==> src/core/dacc_pkg.sv <==
// Purpose: shared constants and types for the dsp accumulator pair
// Assumes: one core clock, asynchronous active-high reset
// Notes: widths are fixed; every slice position is named here once

package dacc_pkg;

	////////////////////////////////////////////////////////////////////
	// widths and slice positions
	localparam int ACC_COUNT = 2;
	localparam int ACC_STORED_W = 72;
	localparam int ACC_VIEW_W = 96;
	localparam int SLICE_W = 32;
	localparam int SIGN_BIT = 71;
	localparam int EXT_W = ACC_VIEW_W - ACC_STORED_W;
	localparam int GUARD_LSB = 64;
	localparam int HIGH_LSB = 32;
	localparam int MID_LSB = 16;
	localparam int LOW_LSB = 0;
	// only the low byte of a guard write lands in stored bits 71..64
	localparam int GUARD_STORED_W = ACC_STORED_W - GUARD_LSB;

	////////////////////////////////////////////////////////////////////
	// reset values
	localparam logic [ACC_STORED_W-1:0] ACC_RESET = 72'h0;
	localparam logic [SLICE_W-1:0] RD_DATA_RESET = 32'h0;

	////////////////////////////////////////////////////////////////////
	// slice write instructions
	typedef enum logic [2:0] {
		acc_guard_write_op = 3'h1,
		acc_high_write_op = 3'h2,
		acc_low_write_op = 3'h4
	} dacc_wr_op_t;

	// slice read instructions
	typedef enum logic [3:0] {
		acc_guard_read_op = 4'h1,
		acc_high_read_op = 4'h2,
		acc_middle_read_op = 4'h4,
		acc_low_read_op = 4'h8
	} dacc_rd_op_t;

	// multiply-class instructions that overwrite the first accumulator
	typedef enum logic [4:0] {
		extended_signed_multiply_op = 5'h01,
		extended_unsigned_multiply_op = 5'h02,
		float_multiply_op = 5'h04,
		plain_multiply_op = 5'h08,
		repeat_multiply_accumulate_op = 5'h10
	} dacc_mul_op_t;

endpackage : dacc_pkg

==> src/core/dacc_store_if.sv <==
// Purpose: carrier between the accumulator pair and one storage slot
// Assumes: all signals on clk_sys
// Notes: the top drives the control side, the slot returns its contents

`timescale 1ns/10ps

interface dacc_store_if;
	import dacc_pkg::*;

	logic wr_en;
	dacc_wr_op_t wr_op;
	logic [SLICE_W-1:0] wr_data;
	logic ld_en;
	logic [ACC_STORED_W-1:0] ld_data;
	logic [ACC_STORED_W-1:0] value;

	modport ctrl (
		output wr_en,
		output wr_op,
		output wr_data,
		output ld_en,
		output ld_data,
		input value
	);

	modport store (
		input wr_en,
		input wr_op,
		input wr_data,
		input ld_en,
		input ld_data,
		output value
	);
endinterface : dacc_store_if

==> src/core/dacc_pair.sv <==
// Purpose: pair of dsp accumulators with 96-bit sign-extended view
// Assumes: requests come from execution logic on clk_sys, one per cycle
// Notes: read data is registered, one cycle after the request

`timescale 1ns/10ps

// Overview of operation
// RQ1: two independent accumulators, 72 stored bits each
// RQ2: each accumulator seen as 96 bits
// RQ3: reads of bits 95..72 copy bit 71
// RQ4: writes to bits 95..72 are dropped
// RQ5: multiply-class instructions overwrite the first accumulator
// RQ6: three writes load guard, high, low slices
// RQ7: four reads return guard, high, middle, low
// RQ8: slice write changes only its own slice
module dacc_pair
	import dacc_pkg::*;
(
	input wire logic clk_sys,
	input wire logic rst,
	input wire logic wr_en,
	input wire logic wr_acc_sel,
	input wire dacc_wr_op_t wr_op,
	input wire logic [SLICE_W-1:0] wr_data,
	input wire logic rd_en,
	input wire logic rd_acc_sel,
	input wire dacc_rd_op_t rd_op,
	output logic [SLICE_W-1:0] rd_data,
	output logic rd_valid,
	input wire logic mul_en,
	input wire dacc_mul_op_t mul_op,
	input wire logic [ACC_STORED_W-1:0] mul_result,
	output logic [ACC_VIEW_W-1:0] acc_zero_view,
	output logic [ACC_VIEW_W-1:0] acc_one_view
);

	////////////////////////////////////////////////////////////////////
	// decoding helpers

	// widen stored bits to the 96-bit view with sign copies above
	function automatic logic [ACC_VIEW_W-1:0] sign_view(
		input logic [ACC_STORED_W-1:0] v
	);
		sign_view = {{EXT_W{v[SIGN_BIT]}}, v}; // RQ3
	endfunction : sign_view

	// pick the 32-bit window that a read instruction names
	function automatic logic [SLICE_W-1:0] pick_slice(
		input logic [ACC_VIEW_W-1:0] v,
		input dacc_rd_op_t op
	);
		logic [SLICE_W-1:0] s;
		s = RD_DATA_RESET;
		unique case (op)
			acc_guard_read_op: s = v[GUARD_LSB +: SLICE_W];
			acc_high_read_op: s = v[HIGH_LSB +: SLICE_W];
			acc_middle_read_op: s = v[MID_LSB +: SLICE_W]; // RQ7
			acc_low_read_op: s = v[LOW_LSB +: SLICE_W];
			default: s = RD_DATA_RESET;
		endcase
		pick_slice = s;
	endfunction : pick_slice

	// true for any instruction that replaces the first accumulator
	function automatic logic is_mul_class(input dacc_mul_op_t op);
		logic hit;
		hit = 1'b0;
		unique case (op)
			extended_signed_multiply_op,
			extended_unsigned_multiply_op,
			float_multiply_op,
			plain_multiply_op,
			repeat_multiply_accumulate_op: hit = 1'b1;
			default: hit = 1'b0;
		endcase
		is_mul_class = hit;
	endfunction : is_mul_class

	////////////////////////////////////////////////////////////////////
	// storage slots

	logic [ACC_STORED_W-1:0] stored [ACC_COUNT];
	logic mul_load;

	// a multiply result and a slice write to slot zero in one cycle:
	// the multiply wins, since it retires the whole register
	assign mul_load = mul_en && is_mul_class(mul_op); // RQ5

	generate
		for (genvar i = 0; i < ACC_COUNT; i++) begin : g_acc
			dacc_store_if sif ();

			// slots are independent; only the selected one takes a write
			assign sif.wr_en = wr_en &&
				(wr_acc_sel == 1'(i)); // RQ1
			assign sif.wr_op = wr_op; // RQ6
			assign sif.wr_data = wr_data;
			assign sif.ld_en = (i == 0) ? mul_load : 1'b0; // RQ5
			assign sif.ld_data = mul_result;
			assign stored[i] = sif.value;

			dacc_store u_store (
				.clk_sys(clk_sys),
				.rst(rst),
				.port(sif.store)
			);
		end
	endgenerate

	////////////////////////////////////////////////////////////////////
	// full-width views for the dsp datapath, straight from storage

	assign acc_zero_view = sign_view(stored[0]); // RQ2
	assign acc_one_view = sign_view(stored[1]);

	////////////////////////////////////////////////////////////////////
	// slice read; sampled before any write of the same edge lands

	logic [SLICE_W-1:0] rd_data_r;
	logic [SLICE_W-1:0] rd_data_nxt;
	logic rd_valid_r;

	// view is rebuilt per read so guard bits always track bit 71
	always_comb begin
		rd_data_nxt = pick_slice(sign_view(stored[rd_acc_sel]),
			rd_op); // RQ7
	end

	// data holds until the next read request
	always_ff @(posedge clk_sys or posedge rst) begin
		if (rst) begin
			rd_data_r <= RD_DATA_RESET;
		end else if (rd_en) begin
			rd_data_r <= rd_data_nxt; // RQ3
		end
	end

	// one-cycle strobe marking fresh read data
	always_ff @(posedge clk_sys or posedge rst) begin
		if (rst) begin
			rd_valid_r <= 1'b0;
		end else begin
			rd_valid_r <= rd_en;
		end
	end

	assign rd_data = rd_data_r;
	assign rd_valid = rd_valid_r;

endmodule : dacc_pair

==> src/core/dacc_store.sv <==
// Purpose: one 72-bit accumulator slot with slice and full loads
// Assumes: caller never raises wr_en with an illegal op code
// Notes: full load beats a slice write in the same cycle

`timescale 1ns/10ps

module dacc_store
	import dacc_pkg::*;
(
	input wire logic clk_sys,
	input wire logic rst,
	dacc_store_if.store port
);

	logic [ACC_STORED_W-1:0] acc_r;

	assign port.value = acc_r;

	////////////////////////////////////////////////////////////////////
	// storage update; each slice write touches only its own bits
	always_ff @(posedge clk_sys or posedge rst) begin
		if (rst) begin
			acc_r <= ACC_RESET;
		end else if (port.ld_en) begin
			acc_r <= port.ld_data; // RQ5
		end else if (port.wr_en) begin
			unique case (port.wr_op)
				acc_guard_write_op: begin
					// bits above 71 have no storage, so they fall away
					acc_r[ACC_STORED_W-1:GUARD_LSB] <=
						port.wr_data[GUARD_STORED_W-1:0]; // RQ4
				end
				acc_high_write_op: begin
					acc_r[HIGH_LSB +: SLICE_W] <= port.wr_data; // RQ6
				end
				acc_low_write_op: begin
					acc_r[LOW_LSB +: SLICE_W] <= port.wr_data; // RQ8
				end
				default: begin
					acc_r <= acc_r; // illegal code leaves contents alone
				end
			endcase
		end
	end

endmodule : dacc_store

==> config.mk <==
export PLATFORM = sky130hd
export DESIGN_NAME = dacc_pair
export DESIGN_NICKNAME = d
export VERILOG_FILES = /design/src/core/dacc_pkg.sv /design/src/core/dacc_store_if.sv /design/src/core/dacc_pair.sv /design/src/core/dacc_store.sv
export SDC_FILE = /design/constraint.sdc
export NUM_CORES = 1
export LEC_CHECK = 0
export BUFFER_PORTS_ARGS = -buffer_cell sky130_fd_sc_hd__buf_2
export CAP_MARGIN = 20
export CORE_AREA = 2 2 135 137
export DETAILED_ROUTE_END_ITERATION = 6
export DIE_AREA = 0 0 137 139
export PLACE_DENSITY = 0.91
export SLEW_MARGIN = 25
export SYNTH_ARGS = -nofsm -noshare
export SYNTH_HDL_FRONTEND = slang
export SYNTH_SLANG_ARGS = --single-unit
==> constraint.sdc <==
create_clock -name clk_sys -period 17.15 [get_ports clk_sys]
set_clock_uncertainty 0.15 [all_clocks]
set_input_delay 3.43 -clock clk_sys [delete_from_list [all_inputs] [get_ports clk_sys]]
set_output_delay 3.43 -clock clk_sys [all_outputs]
set_load 0.03 [all_outputs]
==> flow_summary.json, run 1 <==
{
  "max_freq_mhz": 184.6,
  "met3_length_microns": 2388,
  "synth-edff-count": 0,
  "preCtsSetupSlack_ns": 11.02,
  "initial_antenna_violation_count": 0,
  "drtAntennaViolNets": 0,
  "place.port_buffers": 347,
  "register_bit_total_from_synthesis": 177,
  "critPathArrivalTime_ns": 5.61,
  "ff_latch_area_sq_mm": 0.004429,
  "cts_tree": "yes",
  "mappedNetlistNets": 962,
  "fillCellCount": 1399,
  "design.final.nets": 1219,
  "final_core_utilization_pct": 63.92,
  "routedWlPerCell_microns": 23.29,
  "report.final.hold_viol_count": 0,
  "switching_power_summed_over_all_nets_uw": 716.7,
  "slew_violations": 0,
  "grt_remaining_overflow": 0,
  "clockBufferDepth": 2,
  "mostFrequentLayoutCell": "sky130_fd_sc_hd__buf_2",
  "finalNonFillerCells": 1338,
  "core-area_sq_mm": 0.01766,
  "drc": 0,
  "crit_type": "input port to flop",
  "row_count": 49,
  "worst_case_setup_margin_in_the_final_layout_ns": 11.73,
  "final-setup-viol-count": 0,
  "cap_violations": 0,
  "clock_tree.htree_level_count": 4,
  "detailroute.wirelength.met2_microns": 15070,
  "final_weighted_congestion_in_routability_driven_placement": 0.9693,
  "flow.area_growth_from_synthesis_pct": 21.30,
  "design.die.area_sq_mm": 0.01904,
  "synth-async-reset-ratio_pct": 100.0,
  "synth.cell_area_sq_mm": 0.009304,
  "crit_required_ns": 17.34,
  "diodes": 0,
  "multiInputGateArea_sq_mm": 0.004043,
  "cts_hold_buf": 0,
  "initial_utilization_pct": 52.69,
  "outcome": "completed",
  "route.top_layer_used": "met4",
  "setup.worst_path.start_class": "input port",
  "design.portCount": 348,
  "hpwlAfterDp_microns": 22160,
  "grt_pass1_vias": 7851,
  "worstPathMaxFanout": 94,
  "p_per_area_mw_per_mm2": 144.3,
  "grt_setup_unrepaired": "no",
  "p_int_uw": 911.9,
  "layout-drive-gt1-share_pct": 44.09,
  "via_count": 8164,
  "synth-main-ff-cell": "sky130_fd_sc_hd__dfrtp_1",
  "timing.slew.headroom_pct": 36.70,
  "p_leak_uw": 0.005539,
  "tritoncts_buffer_count": 17,
  "worst_setup_path_end_kind": "flop",
  "tns_ns": 0,
  "post_synth_inst_count": 839,
  "fraction_of_power_consumed_by_combinational_cells_pct": 39.5,
  "pin_count_of_the_biggest_net_entering_global_routing": 105,
  "placed_cells_incl_taps": 1305,
  "wirelength_microns": 31160,
  "power_frac_clock_pct": 23.2,
  "gr-usage-all-layers_pct": 32.37,
  "switching_share_pct": 44.01,
  "synth_area_per_cell_sq_um": 11.09,
  "yosysSeqAreaShare_pct": 47.61,
  "timing_worst_slew_pin_value_ns": 0.9495,
  "fp.dieW_microns": 137,
  "drt_pass1_iterations": 5,
  "cts-resized-gates": 0,
  "die-height_microns": 139,
  "power.share.sequential_pct": 37.3,
  "hold_class": "flop to flop",
  "commonest_non_fill_non_tap_cells_in_the_layout": "sky130_fd_sc_hd__buf_2 (346), sky130_fd_sc_hd__dfrtp_1 (177), sky130_fd_sc_hd__mux2i_1 (135), sky130_fd_sc_hd__mux2_2 (89), sky130_fd_sc_hd__o22ai_1 (66)",
  "drt-met1-wl_microns": 12600,
  "unique_masters_post_synth": 35,
  "drt_first_iter_violations": 823,
  "root_buffer_cell": "sky130_fd_sc_hd__clkbuf_16",
  "finalCritPeriodShare_pct": 31.59,
  "finalCriticalPeriod_ns": 5.418,
  "grt_first_pass_wirelength_microns": 46420,
  "via_per_inst": 6.102,
  "irDropWorstVdd_mv": 0.1299,
  "yosys_warnings": 0,
  "clock_latency_of_the_later_clocked_register_in_the_worst_skew_pair_ns": 0.43,
  "clock-sinks": 177,
  "clkTransAtPathRegs_ns": 0.07,
  "post-cts-setup-buffers": 0
}
==> cell type report <==
type | count | area share, %
sequential | 177 | 39.25
multi-input combinational | 510 | 35.82
timing repair buffer | 357 | 16.29
clock buffer | 17 | 3.769
tap | 229 | 2.539
clock inverter | 15 | 1.175
inverter | 33 | 1.164
==> cell families after synthesis <==
group | Yosys count | synth area share (%)
and+or+nand+nor | 79 | 4.519
buffers and inverters | 152 | 9.252
muxes | 224 | 25.30
xor gates and xnor gates | 2 | 0.1883
AOI/OAI and AO/OA | 205 | 13.14
DFF | 177 | 47.61
==> state kept, by name, indices dropped and copies added, names as in the netlist <==
name                      count
g_acc.u_store.port.value    144
rd_data                      32
rd_valid                      1
==> stage by stage <==
step / instance area, sq um / total power [uW] / hold slack (ns)
finish: 11290 / 1629 / 0.3747
detailed placement: 10690 / 1249 / 0.3666
CTS: 11250 / 1627 / 0.3770
global route: 11290 / 1683 / 0.3953
global placement: 10690 / 1229 / 0.3549
floorplan: 9304 / 1051 / 0.5151
==> Yosys cell counts, drive strengths merged (2+ instances only) <==
cell / instances / area, sq um
clkbuf: 30 / 143.9
o21ai: 2 / 10.01
mux2: 89 / 1002
a21oi: 65 / 325.3
nand4b: 2 / 17.52
nor2b: 4 / 25.02
nor2: 37 / 146.4
nor3: 24 / 120.1
nor3b: 2 / 25.02
o211ai: 2 / 15.01
xor2: 2 / 17.52
a31oi: 64 / 400.4
mux2i: 135 / 1351
or4b: 4 / 40.04
inv: 33 / 123.9
dfrtp: 177 / 4429
o22ai: 68 / 437.9
buf: 89 / 593.1
==> layer usage <==
metal / track usage, % / vias to the layer above
li1: - / 3557
met1: 43.72 / 4057
met2: 51.24 / 464
met3: 6.579 / 86
met4: 12.59 / 0
met5: 0 / -
==> critical path: stages <==
cell                      delay, ns
sky130_fd_sc_hd__buf_2         0.11
sky130_fd_sc_hd__xor2_1        0.17
sky130_fd_sc_hd__a32oi_4       0.44
sky130_fd_sc_hd__buf_16        0.22
sky130_fd_sc_hd__buf_4         0.72
sky130_fd_sc_hd__a21oi_1       0.20
sky130_fd_sc_hd__a31oi_1       0.23
==> power groups by stage <==
stage                     Clock (uW)  Sequential (uW)  Combinational (uW)
after floorplan                    0              775                 276
after global placement             0              605                 624
after detailed placement           0              610                 639
after CTS                        380              604                 642
after global routing             396              617                 671
final                            378              607                 643
==> worst paths after layout <==
path | start | end | slack [ns] | depth (start not counted)
min | rd_data[30]$_DFFE_PP0P_ | rd_data[30]$_DFFE_PP0P_ | 0.37 | 2
min reg2reg | rd_data[30]$_DFFE_PP0P_ | rd_data[30]$_DFFE_PP0P_ | 0.37 | 2
min in group asynchronous | rst | rd_data[1]$_DFFE_PP0P_ | 2.97 | 2
max reg2reg | g_acc[1].u_store.port.value[71]$_DFFE_PP0P_ | rd_data[15]$_DFFE_PP0P_ | 14.97 | 4
max | mul_op[2] | g_acc[0].u_store.port.value[52]$_DFFE_PP0P_ | 11.73 | 7
max in group asynchronous | rst | g_acc[1].u_store.port.value[46]$_DFFE_PP0P_ | 12.46 | 3
Note: power is estimated with default switching activity, not from simulation.
==> inputs of run 2 (changes only) <==
- CORE_AREA: 2 2 135 137 -> default
- CORE_UTILIZATION: default -> 50
- DIE_AREA: 0 0 137 139 -> default
- PLACE_DENSITY: 0.91 -> 0.87
- clock period: 17.15 -> 5.2 ns (I/O delays scaled with it)
==> flow_summary.json, run 2 (synthesis gave the netlist of run 1 again) <==
{
  "outcome": "finished, violations left",
  "violations_in_the_final_reports": "DRC",
  "total_cell_area_at_the_placement_stage_sq_mm": 0.01072,
  "routedWlPerCell_microns": 22.79,
  "hpwlAfterDp_microns": 21790,
  "hold_path.startpoint": "rd_data[9]$_DFFE_PP0P_",
  "p_per_area_mw_per_mm2": 474.4,
  "fp.dieW_microns": 138.4,
  "placed_cells_incl_taps": 1305,
  "crit_type": "input port to flop",
  "via_count": 8105,
  "finalCriticalPeriod_ns": 2.956,
  "max_freq_mhz": 338.3,
  "drt-met1-wl_microns": 12560,
  "report.final.hold_viol_count": 0,
  "final-setup-viol-count": 0,
  "pin_count_of_the_biggest_net_entering_global_routing": 178,
  "design.die.area_sq_mm": 0.01916,
  "worst_case_setup_margin_in_the_final_layout_ns": 2.244,
  "cts_hold_buf": 0,
  "critPathArrivalTime_ns": 3.08,
  "worst_setup_path_end_kind": "flop",
  "cts-resized-gates": 0,
  "timing.rr.start": "g_acc[1].u_store.port.value[71]$_DFFE_PP0P_",
  "wirelength_microns": 30510,
  "clkTransAtPathRegs_ns": 0.07,
  "finalNonFillerCells": 1339,
  "initial_antenna_violation_count": 1,
  "route.top_layer_used": "met4",
  "design.final.nets": 1219,
  "whs_path_depth": 2,
  "mostFrequentLayoutCell": "sky130_fd_sc_hd__buf_2",
  "regToRegEndpoint": "rd_data[12]$_DFFE_PP0P_",
  "layout-drive-gt1-share_pct": 44.09,
  "drt_pass1_iterations": 7,
  "cts_tree": "yes",
  "clock_tree.htree_level_count": 4,
  "timing.hold.ws_ns": 0.3717,
  "commonest_non_fill_non_tap_cells_in_the_layout": "sky130_fd_sc_hd__buf_2 (346), sky130_fd_sc_hd__dfrtp_1 (177), sky130_fd_sc_hd__mux2i_1 (135), sky130_fd_sc_hd__mux2_2 (89), sky130_fd_sc_hd__o22ai_1 (66)",
  "clock-sinks": 177,
  "setup.worst_path.start_class": "input port",
  "crit_path_cell_trace": "buf_4 -> buf_4 -> mux2i_1 -> o22ai_1 -> nor3_1 -> o22ai_1",
  "r2r_cells": 4,
  "clockBufferDepth": 2,
  "die-height_microns": 138.4,
  "final_cell_area_sq_mm": 0.01132,
  "core-area_sq_mm": 0.01809,
  "root_buffer_cell": "sky130_fd_sc_hd__clkbuf_16",
  "post-cts-setup-buffers": 0,
  "cap_violations": 0,
  "final_weighted_congestion_in_routability_driven_placement": 0.8714,
  "grt_pass1_vias": 7852,
  "hold_class": "flop to flop",
  "crit_required_ns": 5.32,
  "largest_reg_flops": 144,
  "via_per_inst": 6.053,
  "grt_remaining_overflow": 0,
  "initial_utilization_pct": 51.44,
  "row_count": 49,
  "drtAntennaViolNets": 0,
  "grt_setup_unrepaired": "no",
  "holdPathEnd": "rd_data[9]$_DFFE_PP0P_",
  "timing_worst_slew_pin_value_ns": 0.9798,
  "preCtsSetupSlack_ns": 1.823,
  "max_stage_delay_ns": 0.68,
  "drt_first_iter_violations": 869,
  "design.portCount": 348,
  "worstPathMaxFanout": 55,
  "drc": 18,
  "detailroute.wirelength.met2_microns": 14480,
  "timing.slew.headroom_pct": 34.68,
  "clock_latency_of_the_later_clocked_register_in_the_worst_skew_pair_ns": 0.44,
  "tns_ns": 0,
  "irDropWorstVdd_mv": 0.2614,
  "tritoncts_buffer_count": 17,
  "slew_violations": 0,
  "met3_length_microns": 2146,
  "gr-usage-all-layers_pct": 32.14,
  "crit_slowest_cell": "sky130_fd_sc_hd__buf_4",
  "flow.area_growth_from_synthesis_pct": 21.64,
  "worst-r2r-setup-slack_ns": 3.11,
  "p_leak_uw": 0.005542,
  "place.port_buffers": 347,
  "grt_first_pass_wirelength_microns": 46770,
  "finalCritPeriodShare_pct": 56.85
}
[run 2: layer usage]
metal	track usage [%]	vias to the layer above
li1	-	3565
met1	43.44	4003
met2	49.67	448
met3	5.646	89
met4	16.97	0
met5	0	-
[run 2: worst max-delay path by stage]
stage          startpoint                                    endpoint  slack, ns
2_1_floorplan         rst  g_acc[0].u_store.port.value[0]$_DFFE_PP0P_       1.74
3_5_place_dp   rd_acc_sel                     rd_data[19]$_DFFE_PP0P_       1.82
5_1_grt        rd_acc_sel                     rd_data[19]$_DFFE_PP0P_       2.16
4_1_cts        rd_acc_sel                     rd_data[19]$_DFFE_PP0P_       2.27
3_3_place_gp   rd_acc_sel                     rd_data[19]$_DFFE_PP0P_       1.85
6_report       rd_acc_sel                     rd_data[19]$_DFFE_PP0P_       2.24
[run 2: final cells by class]
| type | count | area, sq um |
|---|---|---|
| clock buffers | 19 | 442.9 |
| clock inverters | 13 | 126.4 |
| well taps | 229 | 286.5 |
| repair buffers | 357 | 1859 |
| inverters | 33 | 127.6 |
| multi-input cells | 510 | 4043 |
| diodes | 1 | 2.502 |
| fillers | 1431 | 6769 |
| flip-flops and latches | 177 | 4429 |
[run 2: metrics by stage]
step / power (uW) / utilization (%)
3_3_place_gp: 4057 / 59.25
3_5_place_dp: 4112 / 59.26
6_report: 5368 / 62.57
2_1_floorplan: 3467 / -
4_1_cts: 5363 / 62.41
5_1_grt: 5564 / 62.57
[run 2: critical path, delay by kind of cell]
family,cells,cell delay [ns]
buffers and inverters,2,1.05
AND/OR/NAND/NOR,1,0.23
AO/OA/AOI/OAI,2,0.23
multiplexers,1,0.42
[run 2: report_power, final]
part           leakage [uW]  switching, uW  total (uW)  internal [uW]
Sequential          0.00215            315        2000           1690
Clock              0.000267            578        1260            681
Combinational       0.00313           1450        2110            660
==> inputs of run 3 (changes only) <==
- clock period: 5.2 -> 3 ns (I/O delays scaled with it)
==> flow_summary.json, run 3 (synthesis gave the netlist of run 1 again) <==
{
  "hold_class": "input port to asynchronous set/reset pin",
  "clockBufferDepth": 2,
  "clock_latency_of_the_later_clocked_register_in_the_worst_skew_pair_ns": 0.43,
  "timing.slew.headroom_pct": 37.80,
  "row_count": 49,
  "finalCriticalPeriod_ns": 2.187,
  "worst-r2r-setup-slack_ns": 0.95,
  "wirelength_microns": 31300,
  "grt_setup_unrepaired": "no",
  "crit_required_ns": 3.20,
  "fp.dieW_microns": 138.4,
  "setup.worst_path.start_class": "input port",
  "gr-usage-all-layers_pct": 32.40,
  "crit_type": "input port to flop",
  "drc": 18,
  "hpwlAfterDp_microns": 23030,
  "placed_cells_incl_taps": 1317,
  "mostFrequentLayoutCell": "sky130_fd_sc_hd__buf_2",
  "clkTransAtPathRegs_ns": 0.07,
  "post-cts-setup-buffers": 0,
  "routedWlPerCell_microns": 23.20,
  "drt-met1-wl_microns": 12850,
  "largest_reg_flops": 144,
  "cts_tree": "yes",
  "timing.hold.ws_ns": 0.1576,
  "finalNonFillerCells": 1349,
  "regToRegEndpoint": "rd_data[28]$_DFFE_PP0P_",
  "pin_count_of_the_biggest_net_entering_global_routing": 114,
  "finalCritPeriodShare_pct": 72.92,
  "layout-drive-gt1-share_pct": 44.38,
  "route.top_layer_used": "met4",
  "final_weighted_congestion_in_routability_driven_placement": 0.8909,
  "grt_first_pass_wirelength_microns": 46860,
  "r2r_cells": 4,
  "irDropWorstVdd_mv": 0.4809,
  "via_per_inst": 6.066,
  "report.final.hold_viol_count": 0,
  "p_per_area_mw_per_mm2": 831.5,
  "total_cell_area_at_the_placement_stage_sq_mm": 0.01087,
  "final-setup-viol-count": 0,
  "initial_utilization_pct": 51.44,
  "drt_pass1_iterations": 7,
  "core-area_sq_mm": 0.01809,
  "drtAntennaViolNets": 0,
  "met3_length_microns": 2615,
  "cts-resized-gates": 0,
  "final_cell_area_sq_mm": 0.01150,
  "drt_first_iter_violations": 800,
  "place.port_buffers": 347,
  "slew_violations": 0,
  "clock-sinks": 177,
  "grt_pass1_vias": 7954,
  "clock_tree.htree_level_count": 4,
  "design.die.area_sq_mm": 0.01916,
  "max_freq_mhz": 457.1,
  "cap_violations": 0,
  "via_count": 8183,
  "critPathArrivalTime_ns": 2.39,
  "worst_setup_path_end_kind": "flop",
  "p_leak_uw": 0.005644,
  "design.portCount": 348,
  "tritoncts_buffer_count": 17,
  "timing_worst_slew_pin_value_ns": 0.9330,
  "worstPathMaxFanout": 25,
  "commonest_non_fill_non_tap_cells_in_the_layout": "sky130_fd_sc_hd__buf_2 (346), sky130_fd_sc_hd__dfrtp_1 (177), sky130_fd_sc_hd__mux2i_1 (135), sky130_fd_sc_hd__mux2_2 (89), sky130_fd_sc_hd__o22ai_1 (66)",
  "die-height_microns": 138.4,
  "violations_in_the_final_reports": "DRC",
  "root_buffer_cell": "sky130_fd_sc_hd__clkbuf_16",
  "design.final.nets": 1230,
  "initial_antenna_violation_count": 0,
  "grt_remaining_overflow": 0,
  "diodes": 0,
  "timing.rr.start": "g_acc[0].u_store.port.value[71]$_DFFE_PP0P_",
  "detailroute.wirelength.met2_microns": 14620,
  "flow.area_growth_from_synthesis_pct": 23.64,
  "outcome": "finished, violations left",
  "cts_hold_buf": 0
}
## run 3: metrics by stage
| step | total power, uW | utilization (%) | setup TNS, ns | worst slack [ns] |
|---|---|---|---|---|
| 6_report | 9565 | 63.60 | 0 | 0.8125 |
| 5_1_grt | 9879 | 63.60 | 0 | 0.6782 |
| 4_1_cts | 9553 | 63.60 | 0 | 0.8070 |
| 3_5_place_dp | 7163 | 60.09 | 0 | 0.4024 |
| 3_3_place_gp | 7084 | 60.09 | 0 | 0.5185 |
| 2_1_floorplan | 6010 | - | -2.943 | -0.01663 |
## run 3: routing by layer
| metal | track usage (%) | vias up |
|---|---|---|
| met2 | 49.85 | 499 |
| met5 | 0 | - |
| met1 | 43.75 | 3994 |
| met3 | 7.482 | 101 |
| met4 | 14.67 | 0 |
| li1 | - | 3589 |
## run 3: power breakdown
part,internal [uW],switching (uW),total (uW),leakage (uW)
sequential,2920,580,3500,0.00215
clock,1440,962,2400,0.000303
combinational,1150,2510,3660,0.00319
## run 3: worst max-delay path, stage by stage
cell,delay [ns]
sky130_fd_sc_hd__buf_2,0.13
sky130_fd_sc_hd__or4b_1,0.76
sky130_fd_sc_hd__nor2_4,0.58
sky130_fd_sc_hd__nor3_1,0.14
sky130_fd_sc_hd__o22ai_1,0.16
## run 3: how the worst max path moves through the flow
stage / cells past startpoint / end / from
final: 5 / rd_data[28]$_DFFE_PP0P_ / rd_op[3]
after global routing: 1 / acc_zero_view[79] / g_acc[0].u_store.port.value[71]$_DFFE_PP0P_
after CTS: 1 / acc_one_view[86] / g_acc[1].u_store.port.value[71]$_DFFE_PP0P_
after detailed placement: 5 / rd_data[28]$_DFFE_PP0P_ / rd_op[3]
after global placement: 5 / rd_data[27]$_DFFE_PP0P_ / rd_op[3]
after floorplan: 1 / g_acc[0].u_store.port.value[0]$_DFFE_PP0P_ / rst
## run 3: layout make-up
class / count / area, sq um
Clock inverter: 12 / 178.9
Timing Repair Buffer: 368 / 1984
Inverter: 33 / 127.6
Fill cell: 1384 / 6583
Sequential cell: 177 / 4429
Multi-Input combinational cell: 510 / 4040
Clock buffer: 20 / 456.7
Tap cell: 229 / 286.5
